`src/include/jid_pkg.sv`:
```
package jid_pkg;

    // instruction register
    localparam int        IR_W          = 4;
    localparam logic [3:0] IR_EXTEST    = 4'h0;
    localparam logic [3:0] IR_SAMPLE    = 4'h1;
    localparam logic [3:0] IR_IDCODE    = 4'h2;
    localparam logic [3:0] IR_HIGHZ     = 4'h4;
    localparam logic [3:0] IR_BYPASS    = 4'hf;
    localparam logic [3:0] IR_CAPTURE   = 4'h1;
    localparam logic [3:0] IR_RESET     = IR_IDCODE;

    // identification fields; values are arbitrary
    localparam int          ID_W        = 32;
    localparam logic [3:0]  ID_VERSION  = 4'h0;
    localparam logic [15:0] ID_PART     = 16'h0a5c;
    localparam logic [10:0] ID_MANUF    = 11'h2d6;
    localparam logic [31:0] ID_VALUE    = {ID_VERSION, ID_PART, ID_MANUF, 1'b1};

    // boundary scan layout: inputs low, outputs high
    localparam int          FIN_W       = 4;
    localparam int          FOUT_W      = 4;
    localparam int          BSR_W       = FIN_W + FOUT_W;

    // synchroniser
    localparam int          SYNC_STAGES = 2;
    localparam int          PIN_W       = 4;

    typedef enum logic [1:0] {
        JID_SEL_BSR,
        JID_SEL_ID,
        JID_SEL_BYP
    } jid_sel_t;

    typedef struct packed {
        logic trst_n;
        logic tck;
        logic tms;
        logic tdi;
    } jid_pins_t;

    typedef struct packed {
        logic [FOUT_W-1:0] data;
        logic [FOUT_W-1:0] oe_n;
    } jid_fout_t;

endpackage

```
`src/design/jid_sync.sv`:
```
`timescale 1ns/1ps
module jid_sync
    import jid_pkg::*;
(
    input  wire logic      ref_clk,
    input  wire logic      rst,
    input  wire logic      ce,
    input  wire jid_pins_t pin_in,
    output jid_pins_t      pin_q,
    output logic           tck_rise,
    output logic           tck_fall
);
    jid_pins_t meta_r;
    jid_pins_t sync_r;
    logic      tck_prev_r;

    // two stage capture of pins
    always_ff @(posedge ref_clk)
    begin
        if (rst)
        begin
            meta_r     <= '0;
            sync_r     <= '0;
            tck_prev_r <= 1'b0;
        end
        else if (ce)
        begin
            meta_r     <= pin_in;
            sync_r     <= meta_r;
            tck_prev_r <= sync_r.tck;
        end
    end

    assign pin_q    = sync_r;
    assign tck_rise = ce & sync_r.tck & ~tck_prev_r;
    assign tck_fall = ce & ~sync_r.tck & tck_prev_r;
endmodule

```
`src/design/jid_tap_decode.sv`:
```
`timescale 1ns/1ps
module jid_tap_decode
    import jid_pkg::*;
(
    input  wire logic              ref_clk,
    input  wire logic              rst,
    input  wire logic              ce,
    input  wire logic              tck,
    input  wire logic              tms,
    input  wire logic              tdi,
    input  wire logic              trst_n,
    input  wire logic [FIN_W-1:0]  func_in,
    input  wire jid_fout_t         core_out,
    output jid_fout_t              pin_out,
    output logic                   tdo,
    output logic                   tdo_oe_n,
    output logic [IR_W-1:0]        ir_cur,
    output logic                   test_mode
);
    typedef enum logic [3:0] {
        ST_TLR, ST_RTI, ST_SEL_DR, ST_CAP_DR, ST_SH_DR, ST_EX1_DR, ST_PAU_DR,
        ST_EX2_DR, ST_UPD_DR, ST_SEL_IR, ST_CAP_IR, ST_SH_IR, ST_EX1_IR,
        ST_PAU_IR, ST_EX2_IR, ST_UPD_IR
    } jid_state_t;

    function automatic jid_sel_t jid_sel(input logic [IR_W-1:0] ir);
        unique case (ir)
            IR_EXTEST, IR_SAMPLE: jid_sel = JID_SEL_BSR;
            IR_IDCODE:            jid_sel = JID_SEL_ID;
            default:              jid_sel = JID_SEL_BYP;
        endcase
    endfunction

    jid_pins_t          pin_in;
    jid_pins_t          pin_q;
    logic               tck_rise;
    logic               tck_fall;
    logic               tap_rst;
    jid_state_t         state_r;
    jid_state_t         state_nxt;
    logic [IR_W-1:0]    ir_sh_r;
    logic [IR_W-1:0]    ir_r;
    logic [ID_W-1:0]    id_sh_r;
    logic               byp_r;
    logic [BSR_W-1:0]   bsr_sh_r;
    logic [BSR_W-1:0]   bsr_upd_r;
    logic [FIN_W-1:0]   func_meta_r;
    logic [FIN_W-1:0]   func_sync_r;
    logic               tdo_r;
    logic               tdo_oe_n_r;
    jid_fout_t          pin_out_r;
    jid_sel_t           sel;

    assign pin_in = {trst_n, tck, tms, tdi};

    jid_sync u_sync (
        .ref_clk  (ref_clk),
        .rst      (rst),
        .ce       (ce),
        .pin_in   (pin_in),
        .pin_q    (pin_q),
        .tck_rise (tck_rise),
        .tck_fall (tck_fall)
    );

    // functional input pins cross into ref_clk before capture
    always_ff @(posedge ref_clk)
    begin
        if (rst)
        begin
            func_meta_r <= '0;
            func_sync_r <= '0;
        end
        else if (ce)
        begin
            func_meta_r <= func_in;
            func_sync_r <= func_meta_r;
        end
    end

    assign tap_rst = rst | ~pin_q.trst_n;
    assign sel     = jid_sel(ir_r);

    // tap state sequence
    always_comb
    begin
        state_nxt = state_r;
        unique case (state_r)
            ST_TLR:    state_nxt = pin_q.tms ? ST_TLR    : ST_RTI;
            ST_RTI:    state_nxt = pin_q.tms ? ST_SEL_DR : ST_RTI;
            ST_SEL_DR: state_nxt = pin_q.tms ? ST_SEL_IR : ST_CAP_DR;
            ST_CAP_DR: state_nxt = pin_q.tms ? ST_EX1_DR : ST_SH_DR;
            ST_SH_DR:  state_nxt = pin_q.tms ? ST_EX1_DR : ST_SH_DR;
            ST_EX1_DR: state_nxt = pin_q.tms ? ST_UPD_DR : ST_PAU_DR;
            ST_PAU_DR: state_nxt = pin_q.tms ? ST_EX2_DR : ST_PAU_DR;
            ST_EX2_DR: state_nxt = pin_q.tms ? ST_UPD_DR : ST_SH_DR;
            ST_UPD_DR: state_nxt = pin_q.tms ? ST_SEL_DR : ST_RTI;
            ST_SEL_IR: state_nxt = pin_q.tms ? ST_TLR    : ST_CAP_IR;
            ST_CAP_IR: state_nxt = pin_q.tms ? ST_EX1_IR : ST_SH_IR;
            ST_SH_IR:  state_nxt = pin_q.tms ? ST_EX1_IR : ST_SH_IR;
            ST_EX1_IR: state_nxt = pin_q.tms ? ST_UPD_IR : ST_PAU_IR;
            ST_PAU_IR: state_nxt = pin_q.tms ? ST_EX2_IR : ST_PAU_IR;
            ST_EX2_IR: state_nxt = pin_q.tms ? ST_UPD_IR : ST_SH_IR;
            ST_UPD_IR: state_nxt = pin_q.tms ? ST_SEL_DR : ST_RTI;
        endcase
    end

    always_ff @(posedge ref_clk)
    begin
        if (tap_rst)
            state_r <= ST_TLR;
        else if (tck_rise)
            state_r <= state_nxt;
    end

    // instruction shift path
    always_ff @(posedge ref_clk)
    begin
        if (tap_rst)
            ir_sh_r <= IR_CAPTURE;
        else if (tck_rise && state_r == ST_CAP_IR)
            ir_sh_r <= IR_CAPTURE;
        else if (tck_rise && state_r == ST_SH_IR)
            ir_sh_r <= {pin_q.tdi, ir_sh_r[IR_W-1:1]};
    end

    // current instruction, latched on falling tck in update-ir
    always_ff @(posedge ref_clk)
    begin
        if (tap_rst)
            ir_r <= IR_RESET;
        else if (ce && state_r == ST_TLR)
            ir_r <= IR_RESET;
        else if (tck_fall && state_r == ST_UPD_IR)
            ir_r <= ir_sh_r;
    end

    // identification register
    always_ff @(posedge ref_clk)
    begin
        if (tap_rst)
            id_sh_r <= ID_VALUE;
        else if (tck_rise && sel == JID_SEL_ID)
        begin
            if (state_r == ST_CAP_DR)
                id_sh_r <= ID_VALUE;
            else if (state_r == ST_SH_DR)
                id_sh_r <= {pin_q.tdi, id_sh_r[ID_W-1:1]};
        end
    end

    // bypass stage
    always_ff @(posedge ref_clk)
    begin
        if (tap_rst)
            byp_r <= 1'b0;
        else if (tck_rise && sel == JID_SEL_BYP)
        begin
            if (state_r == ST_CAP_DR)
                byp_r <= 1'b0;
            else if (state_r == ST_SH_DR)
                byp_r <= pin_q.tdi;
        end
    end

    // boundary scan capture, shift and hold
    always_ff @(posedge ref_clk)
    begin
        if (tap_rst)
            bsr_sh_r <= '0;
        else if (tck_rise && sel == JID_SEL_BSR)
        begin
            if (state_r == ST_CAP_DR)
                bsr_sh_r <= {pin_out_r.data, func_sync_r};
            else if (state_r == ST_SH_DR)
                bsr_sh_r <= {pin_q.tdi, bsr_sh_r[BSR_W-1:1]};
        end
    end

    always_ff @(posedge ref_clk)
    begin
        if (tap_rst)
            bsr_upd_r <= '0;
        else if (tck_fall && state_r == ST_UPD_DR && sel == JID_SEL_BSR)
            bsr_upd_r <= bsr_sh_r;
    end

    // serial output, changes on falling tck
    always_ff @(posedge ref_clk)
    begin
        if (tap_rst)
        begin
            tdo_r      <= 1'b0;
            tdo_oe_n_r <= 1'b1;
        end
        else if (tck_fall)
        begin
            tdo_oe_n_r <= ~(state_r == ST_SH_DR || state_r == ST_SH_IR);
            if (state_r == ST_SH_IR)
                tdo_r <= ir_sh_r[0];
            else
                unique case (sel)
                    JID_SEL_ID:  tdo_r <= id_sh_r[0];
                    JID_SEL_BSR: tdo_r <= bsr_sh_r[0];
                    JID_SEL_BYP: tdo_r <= byp_r;
                    default:     tdo_r <= 1'b0;
                endcase
        end
    end

    // functional outputs: scanned update data reaches them only under extest
    always_ff @(posedge ref_clk)
    begin
        if (rst)
        begin
            pin_out_r.data <= '0;
            pin_out_r.oe_n <= '1;
        end
        else if (ce)
        begin
            if (ir_r == IR_HIGHZ)
            begin
                pin_out_r.data <= core_out.data;
                pin_out_r.oe_n <= '1;
            end
            else if (ir_r == IR_EXTEST)
            begin
                pin_out_r.data <= bsr_upd_r[BSR_W-1:FIN_W];
                pin_out_r.oe_n <= '0;
            end
            else
                pin_out_r <= core_out;
        end
    end

    assign pin_out   = pin_out_r;
    assign tdo       = tdo_r;
    assign tdo_oe_n  = tdo_oe_n_r;
    assign ir_cur    = ir_r;
    assign test_mode = (ir_r == IR_EXTEST) | (ir_r == IR_HIGHZ);
endmodule

```
`config.mk`:
```
export PLATFORM = sky130hd
export DESIGN_NAME = jid_tap_decode
export DESIGN_NICKNAME = d
export VERILOG_FILES = /design/src/include/jid_pkg.sv /design/src/design/jid_sync.sv /design/src/design/jid_tap_decode.sv
export SDC_FILE = /design/constraint.sdc
export NUM_CORES = 1
export LEC_CHECK = 0
export ABC_CLOCK_PERIOD_IN_PS = 1670
export BUFFER_PORTS_ARGS = -buffer_cell sky130_fd_sc_hd__buf_2
export CORE_ASPECT_RATIO = 2
export CORE_MARGIN = 3
export CORE_UTILIZATION = 50
export CTS_CLUSTER_DIAMETER = 30
export CTS_CLUSTER_SIZE = 40
export DETAILED_ROUTE_END_ITERATION = 7
export GPL_ROUTABILITY_DRIVEN = 0
export PLACE_DENSITY_LB_ADDON = 0.3
export SYNTH_ARGS = -nofsm -noshare
export SYNTH_HDL_FRONTEND = slang
export SYNTH_SLANG_ARGS = --single-unit
```
`constraint.sdc`:
```
create_clock -name ref_clk -period 1.67 [get_ports ref_clk]
set_input_delay 0.167 -clock ref_clk [delete_from_list [all_inputs] [get_ports ref_clk]]
set_output_delay 0.167 -clock ref_clk [all_outputs]
set_load 0.02 [all_outputs]
```
# Yosys cells after proc, flatten, opt, wreduce, memory -nomap -nowiden
# Index checks and enable logic that the tools add are counted.
dict set report classes {
  addsub 0
  muxes 24
  n_reduce_logical 23
  n_lt_le_gt_ge 0
  div 0
  n_mul 0
  eq_ne 20
  shifts 0
  n_bitwise 10
}
# op count
set ops {}
lappend ops {{$mux 32} 2}
lappend ops {{$pmux 4 s12} 1}
lappend ops {{$eq 4x4->1 const B} 8}
lappend ops {{$mux 8} 4}
lappend ops {{$eq 4x3->1 const B} 5}
lappend ops {{$mux 4} 4}
lappend ops {{$eq 4x2->1 const B} 3}
lappend ops {{$reduce_or 2->1} 5}
lappend ops {{$logic_and 1x1->1} 9}
lappend ops {{$eq 4x1->1 const B} 2}
lappend ops {{$logic_not 4->1} 2}
lappend ops {{$mux 1} 6}
lappend ops {{$mux 2} 3}
lappend ops {{$mux 3} 2}
lappend ops {{$reduce_and 2->1} 3}
lappend ops {{$and 1x1->1} 4}
lappend ops {{$not 1->1} 4}
lappend ops {{$pmux 2 s2} 1}
lappend ops {{$pmux 1 s3} 1}
lappend ops {{$reduce_or 3->1} 1}
lappend ops {{$eq 2x1->1 const B} 1}
lappend ops {{$eq 2x2->1 const B} 1}
lappend ops {{$logic_not 2->1} 1}
lappend ops {{$or 1x1->1} 2}
lappend ops {{2 further kinds} 2}
dict set report totals {
  input_bits 19
  romBits 0
  latchBits 0
  ff_bits 88
  ram_bits 0
  memories 0
  elab_cells 99
  out_inout_bits 15
}

# Longest topological paths before layout
# Gate-level depths: netlist (run 1).
dict set report logic_depth {
  ltp_word 6
  ltp_mapped 8
  ltp_nobuf 5
}

# By module
# From an unflattened synthesis (run 1), not the netlist that was laid out.
dict set report unflattened {
  hier_cells 413
  hier_area_um2 3582.2
}
# mod seq_area_each_um2 instances area_per_inst_um2 cells_each
set modules_own_cells {}
lappend modules_own_cells {jid_tap_decode 1501.4 1 3246.9 381}
lappend modules_own_cells {jid_sync 180.2 1 335.3 32}

# Worst setup path before layout (run 1)
# Ideal clock, no wire load.
dict set report synth_timing {
  path_type {register to register}
  start {reg ir_r[3], in the netlist ir_cur[3]}
  end {reg pin_out_r (netlist bit pin_out[0])}
  setup_slack_ps -9
  setup_ps 120
  required_ps 1550
  n_path_buf 1
  synth_period_minus_slack_ps 1679
  arrival_ps 1560
  stages_incl_launch_ff 7
  path_cell_list {dfxtp_1 > or3_1 > buf_2 > inv_1 > and2_1 > a21o_1 > a211o_1}
}
dict set report synth_via {
  elab_chain_len 3
  elab_cells_between_ends 4
  classes_between {eq/ne (1); mux (2); reduce/logical (1)}
}
# item line
set synth_lines {}
lappend synth_lines {{from (decl)} jid_tap_decode.sv:42} ;# logic [IR_W-1:0] ir_r;
lappend synth_lines {{from (signal assigned)} jid_tap_decode.sv:135} ;# ir_r <= ir_sh_r;
lappend synth_lines {{$logic_not 4->1} jid_tap_decode.sv:226} ;# else if (ir_r == IR_EXTEST)
lappend synth_lines {{$mux 8} jid_tap_decode.sv:226}
lappend synth_lines {{$mux 8 (*)} jid_tap_decode.sv:221} ;# if (ir_r == IR_HIGHZ)
lappend synth_lines {{to (signal assigned)} jid_tap_decode.sv:232} ;# pin_out_r <= core_out;
lappend synth_lines {{to (decl)} jid_tap_decode.sv:51} ;# jid_fout_t pin_out_r;
# Mark *: on every way between the ends. The rest lies on a longest branch, timed or not.
# A chain may end at the register's enable or synchronous reset.

# Worst setup path in the final report (run 1)
dict set report layout_timing {
  start {reg state_r[0]}
  end {reg bsr_upd_r[4]}
}
dict set report layout_via {
  elab_chain_len 3
}
# item line
set layout_lines {}
lappend layout_lines {{from (decl)} jid_tap_decode.sv:39} ;# jid_state_t state_r;
lappend layout_lines {{from (signal assigned)} jid_tap_decode.sv:113} ;# state_r <= state_nxt;
lappend layout_lines {{$eq 4x4->1} jid_tap_decode.sv:184} ;# else if (tck_fall && state_r == ST_UPD_DR && sel == JID_SEL_BSR)
lappend layout_lines {{$logic_and 1x1->1 (2 in a row)} jid_tap_decode.sv:184}
lappend layout_lines {{to (signal assigned)} jid_tap_decode.sv:185} ;# bsr_upd_r <= bsr_sh_r;
lappend layout_lines {{to (decl)} jid_tap_decode.sv:46} ;# logic [BSR_W-1:0] bsr_upd_r;
# Every way passes these cells.

==> flow_summary.json, run 1 <==
{
  "synth_fa_ha_area_frac": 0,
  "dr.first_iter.drc_count": 198,
  "min_period_ps": 1580,
  "vias_per_cell": 5.60,
  "use_met3": 0.0404,
  "clkSinkCount": 84,
  "final_common_cell": "dfxtp_1",
  "tritoncts": "yes",
  "num-nets-final": 463,
  "required_ps": 1890,
  "setup_violations": 0,
  "multi_input_area_um2": 1710,
  "synth_top_family_by_area": "simple AND/OR/NAND/NOR gates",
  "power.total_mw": 4.09,
  "gr-usage-met1": 0.219,
  "power_density_nw_per_um2": 979,
  "tightest_slew_ps": 413,
  "die_width_um": 65.6,
  "synth_fp_nets": 433,
  "cts_setup_buffers": 0,
  "final-hold-violation-count": 0,
  "synthToLayoutAreaGrowth_pct": 17.5,
  "fillCellCount": 622,
  "place_area_um2": 3870,
  "layout-drive-gt1-share": 0.190,
  "fin_ws_ps": 88.4,
  "synth_edf_count": 0,
  "clk_path_buf_depth": 2,
  "place.detailed.hpwl_mm": 5.18,
  "wirelength_mm": 7.44,
  "start_util": 0.525,
  "ios": 34,
  "cts_hold_buf": 0,
  "drv_cap": 0,
  "cts-root-buf": "clkbuf_16",
  "grt_overflow": 0,
  "timing.final.crit_share": 0.947,
  "rsz0062_at_grt": "false",
  "grt_busiest_layer": "met2",
  "cts-resized-gates": 0,
  "grt_pass1_wl_mm": 12.6,
  "worstSetupStartpointType": "flip-flop",
  "synth_area_um2": 3560,
  "async_reset_ff_frac": 0,
  "setup_tns_ps": 0,
  "first_pass_iters": 4,
  "min_path_type": "in -> reg",
  "grt_usage": 0.192,
  "io_buffers": 33,
  "yosys_warnings": 0,
  "crit_slowest_cell": "or4b_1",
  "vdd_drop_max_uv": 799,
  "fp-row-count": 42,
  "yosys.area_share.simple": 0.230,
  "ys_seq_elements": 84,
  "dieArea_um2": 8220,
  "post_drt_wl_per_cell_um": 13.9,
  "grt_max_degree": 33,
  "drv_slew": 0,
  "n_antenna_cell": 0,
  "criticalPathCategory": "reg -> reg",
  "crit_fanout": 4,
  "use_met2": 0.319,
  "htree_levels": 3,
  "final_core_util": 0.616,
  "fin_worst_skew_ps": 3.93,
  "antenna_found_initial": 0,
  "via_count": 2998,
  "arrival_ps": 1800,
  "grt_pass1_vias": 2813,
  "drcViolationCount": 0,
  "place_ws_ps": 22.3,
  "fin_cells": 535,
  "clk_latency_ps": 340,
  "outcome": "finished clean",
  "coreArea_um2": 6780,
  "fmaxAchievable_mhz": 632,
  "worst_hold_slack_ps": 67.8,
  "syn_area_per_cell_um2": 8.59,
  "p_leak_nw": 1.60,
  "die_h_um": 125,
  "seqCellArea_um2": 1680,
  "synthCells": 414,
  "worstSetupEndpointType": "flip-flop",
  "synth_compound_area_frac": 0.172,
  "fin_area_um2": 4180,
  "synth_xor_xnor_area_share": 0,
  "clk_pin_slew_ps": 60,
  "drt.antenna.violating_nets": 0,
  "cts_buffers": 9,
  "yosysUniqueCellTypes": 50,
  "muxShareOfSynthArea": 0.0704,
  "max_slew_margin": 0.718,
  "ys_seq_area_frac": 0.473,
  "placed_cells": 521,
  "final_cell_mix": "dfxtp_1 (82), nor2_1 (55), nand2_1 (43)",
  "crit_path_max_incr_delay_ps": 520,
  "crit_chain": "or4b_1, or3_4, mux2i_1, nor2_1",
  "synth_ff_type": "dfxtp_1"
}
routing by layer:
layer,vias to the layer above,wire (um)
met3,26,277
met4,0,316
met5,-,0
met2,60,3800
met1,1398,3050
li1,1514,-
state kept, by name (all words and copies together), names as in the netlist:
register / count
tdo: 1
id_sh_r: 32
u_sync.meta_r: 4
ir_sh_r: 4
ir_cur: 4
pin_out: 8
u_sync.pin_q: 4
func_meta_r: 4
byp_r: 1
bsr_sh_r: 8
state_r: 4
tdo_oe_n: 1
u_sync.tck_prev_r: 1
func_sync_r: 4
bsr_upd_r: 4
critical path, delay by kind of cell (launching register included):
family | cells | cell delay [ps]
and+or+nand+nor | 3 | 950
DFF | 1 | 330
muxes | 1 | 180
where the power goes:
part / switching [mW] / leakage [nW] / internal, mW
logic: 0.0843 / 0.784 / 0.0703
registers: 0.0206 / 0.681 / 2.04
clock network: 0.745 / 0.133 / 1.13
total: 0.850 / 1.60 / 3.24
area by class of cell:
type                       instances  share of cell area
timing repair buffer              57              0.0925
clock buffer                       9              0.0539
clock inverter                     5              0.0132
sequential                        84               0.403
multi-input combinational        289               0.408
tap                               88              0.0263
inverter                           3             0.00269
cells in the mapped netlist (6+ instances only):
| master | n | share of area |
|---|---|---|
| dfxtp_1 | 84 | 0.47 |
| nor2_1 | 55 | 0.058 |
| nand2_1 | 43 | 0.045 |
| a21oi_1 | 28 | 0.039 |
| mux2i_1 | 25 | 0.070 |
| nand3_1 | 24 | 0.034 |
| o21ai_0 | 19 | 0.027 |
| clkbuf_1 | 18 | 0.019 |
| nor3_1 | 16 | 0.023 |
| buf_2 | 14 | 0.020 |
| a311oi_1 | 11 | 0.027 |
| nor2b_1 | 8 | 0.014 |
| a211o_1 | 6 | 0.015 |
worst paths after layout:
check                     end  slack (ps)  cells past startpoint   startpoint
max              bsr_upd_r[4]          90                      4   state_r[0]
min          u_sync.meta_r[2]          70                      3          tck
max reg2reg      bsr_upd_r[4]          90                      4   state_r[0]
min reg2reg       id_sh_r[27]         450                      2  id_sh_r[27]
cells by family after synthesis:
family,after synthesis
mux,25
buf+inv,41
simple gates,171
flops,84
compound gates,93
Power figures use the tool's default switching activity.
==> inputs of run 2 (changes only) <==
- PLACE_DENSITY: unset -> 0.72
- PLACE_DENSITY_LB_ADDON: 0.3 -> unset
==> flow_summary.json, run 2 (synthesis results as in run 1) <==
{
  "switching_share": 0.225,
  "grt_max_degree": 34,
  "tritoncts": "yes",
  "criticalPathCategory": "reg -> reg",
  "grt_usage": 0.198,
  "top_register": "id_sh_r",
  "worstSetupEndpointType": "flip-flop",
  "p_leak_nw": 1.61,
  "start_util": 0.525,
  "multi_input_area_um2": 1720,
  "timing.final.crit_share": 0.959,
  "clk_path_buf_depth": 2,
  "layout-drive-gt1-share": 0.197,
  "crit_chain": "or4b_4, or3_4, mux2i_1, nor2_1",
  "setup_tns_ps": 0,
  "drv_cap": 0,
  "synthToLayoutAreaGrowth_pct": 17.5,
  "seqCellArea_um2": 1690,
  "worst_hold_slack_ps": 62.4,
  "post_drt_wl_per_cell_um": 14.1,
  "dieArea_um2": 8220,
  "fin_worst_skew_ps": 3.92,
  "via_count": 2991,
  "place_ws_ps": 25.6,
  "grt_pass1_vias": 2881,
  "antenna_found_initial": 0,
  "dr.first_iter.drc_count": 123,
  "crit_fanout": 4,
  "cts-root-buf": "clkbuf_16",
  "min_path_type": "in -> reg",
  "clk_latency_ps": 340,
  "num-nets-final": 461,
  "largest_reg_flops": 32,
  "worstSetupStartpointType": "flip-flop",
  "cts_buffers": 9,
  "setup_violations": 0,
  "n_antenna_cell": 0,
  "drt.antenna.violating_nets": 0,
  "first_pass_iters": 4,
  "cts_hold_buf": 0,
  "place.detailed.hpwl_mm": 5.10,
  "crit_path_max_incr_delay_ps": 520,
  "arrival_ps": 1820,
  "final_cell_mix": "dfxtp_1 (81), nor2_1 (54), nand2_1 (43)",
  "pwr-share-clk": 0.458,
  "rsz0062_at_grt": "true",
  "drv_slew": 0,
  "min_period_ps": 1600,
  "crit_slowest_cell": "or4b_4",
  "grt_pass1_wl_mm": 13.0,
  "die_width_um": 65.6,
  "fp-row-count": 42,
  "required_ps": 1890,
  "p_seq_frac": 0.504,
  "io_buffers": 33,
  "final-hold-violation-count": 0,
  "vdd_drop_max_uv": 960,
  "vias_per_cell": 5.59,
  "final_common_cell": "dfxtp_1",
  "fmaxAchievable_mhz": 624,
  "fillCellCount": 597,
  "coreArea_um2": 6780,
  "pwr-share-comb": 0.038,
  "power_density_nw_per_um2": 977,
  "clk_pin_slew_ps": 60,
  "drcViolationCount": 0,
  "tightest_slew_ps": 522,
  "clkSinkCount": 84,
  "wirelength_mm": 7.53,
  "max_slew_margin": 0.652,
  "fin_ws_ps": 68.6,
  "htree_levels": 3,
  "grt_overflow": 0,
  "p_int_mw": 3.16,
  "p_switching_mw": 0.920,
  "ios": 34,
  "die_h_um": 125,
  "outcome": "finished clean"
}
-- run 2: critical path, delay by kind of cell, from the launching register on --
| family | cells | cell delay (ps) |
|---|---|---|
| simple gates | 3 | 990 |
| flops | 1 | 340 |
| mux | 1 | 160 |
-- run 2: layout make-up --
| type | instances | share of cell area |
|---|---|---|
| Timing Repair Buffer | 55 | 0.0880 |
| Inverter | 3 | 0.00269 |
| Tap cell | 88 | 0.0263 |
| Sequential cell | 84 | 0.403 |
| Multi-Input combinational cell | 289 | 0.411 |
| Clock buffer | 10 | 0.0572 |
| Clock inverter | 6 | 0.0111 |
-- run 2: timing repair --
item                       CTS  global route
resized for setup            1            10
setup endpoints to repair    1            33
pin swaps                    0             1
buffers inserted             0             0
-- run 2: layer usage --
| layer | vias to the layer above | track usage | share of wire | wire length, um |
|---|---|---|---|---|
| met5 | - | 0 | 0 | 0 |
| met4 | 0 | 0.106 | 0.031 | 232 |
| met3 | 17 | 0.0377 | 0.037 | 279 |
| met2 | 72 | 0.330 | 0.51 | 3860 |
| met1 | 1393 | 0.232 | 0.42 | 3160 |
| li1 | 1509 | - | - | - |
-- run 2: through the flow --
step,instances,power [mW],util,area (um^2)
floorplan,414,2.20,-,3560
global placement,519,2.25,0.568,3850
detailed placement,519,2.26,0.568,3850
CTS,535,4.12,0.611,4140
global route,535,4.21,0.616,4180
finish,535,4.08,0.616,4180
-- run 2: power by group through the flow --
stage / clock network [mW] / logic, mW / registers, mW
final: 1.87 / 0.155 / 2.06
after global placement: 0 / 0.153 / 2.10
after global routing: 1.97 / 0.173 / 2.06
after detailed placement: 0 / 0.156 / 2.10
after CTS: 1.90 / 0.157 / 2.06
after floorplan: 0 / 0.0918 / 2.11
-- run 2: path summary, 6_finish.rpt --
check / from / endpoint / slack [ps] / cells after the start
worst min-delay path: trst_n / u_sync.meta_r[3] / 60 / 3
worst min register to register: id_sh_r[24] / id_sh_r[24] / 450 / 2
worst max register to register: state_r[0] / bsr_upd_r[4] / 70 / 4
worst max-delay path: state_r[0] / bsr_upd_r[4] / 70 / 4
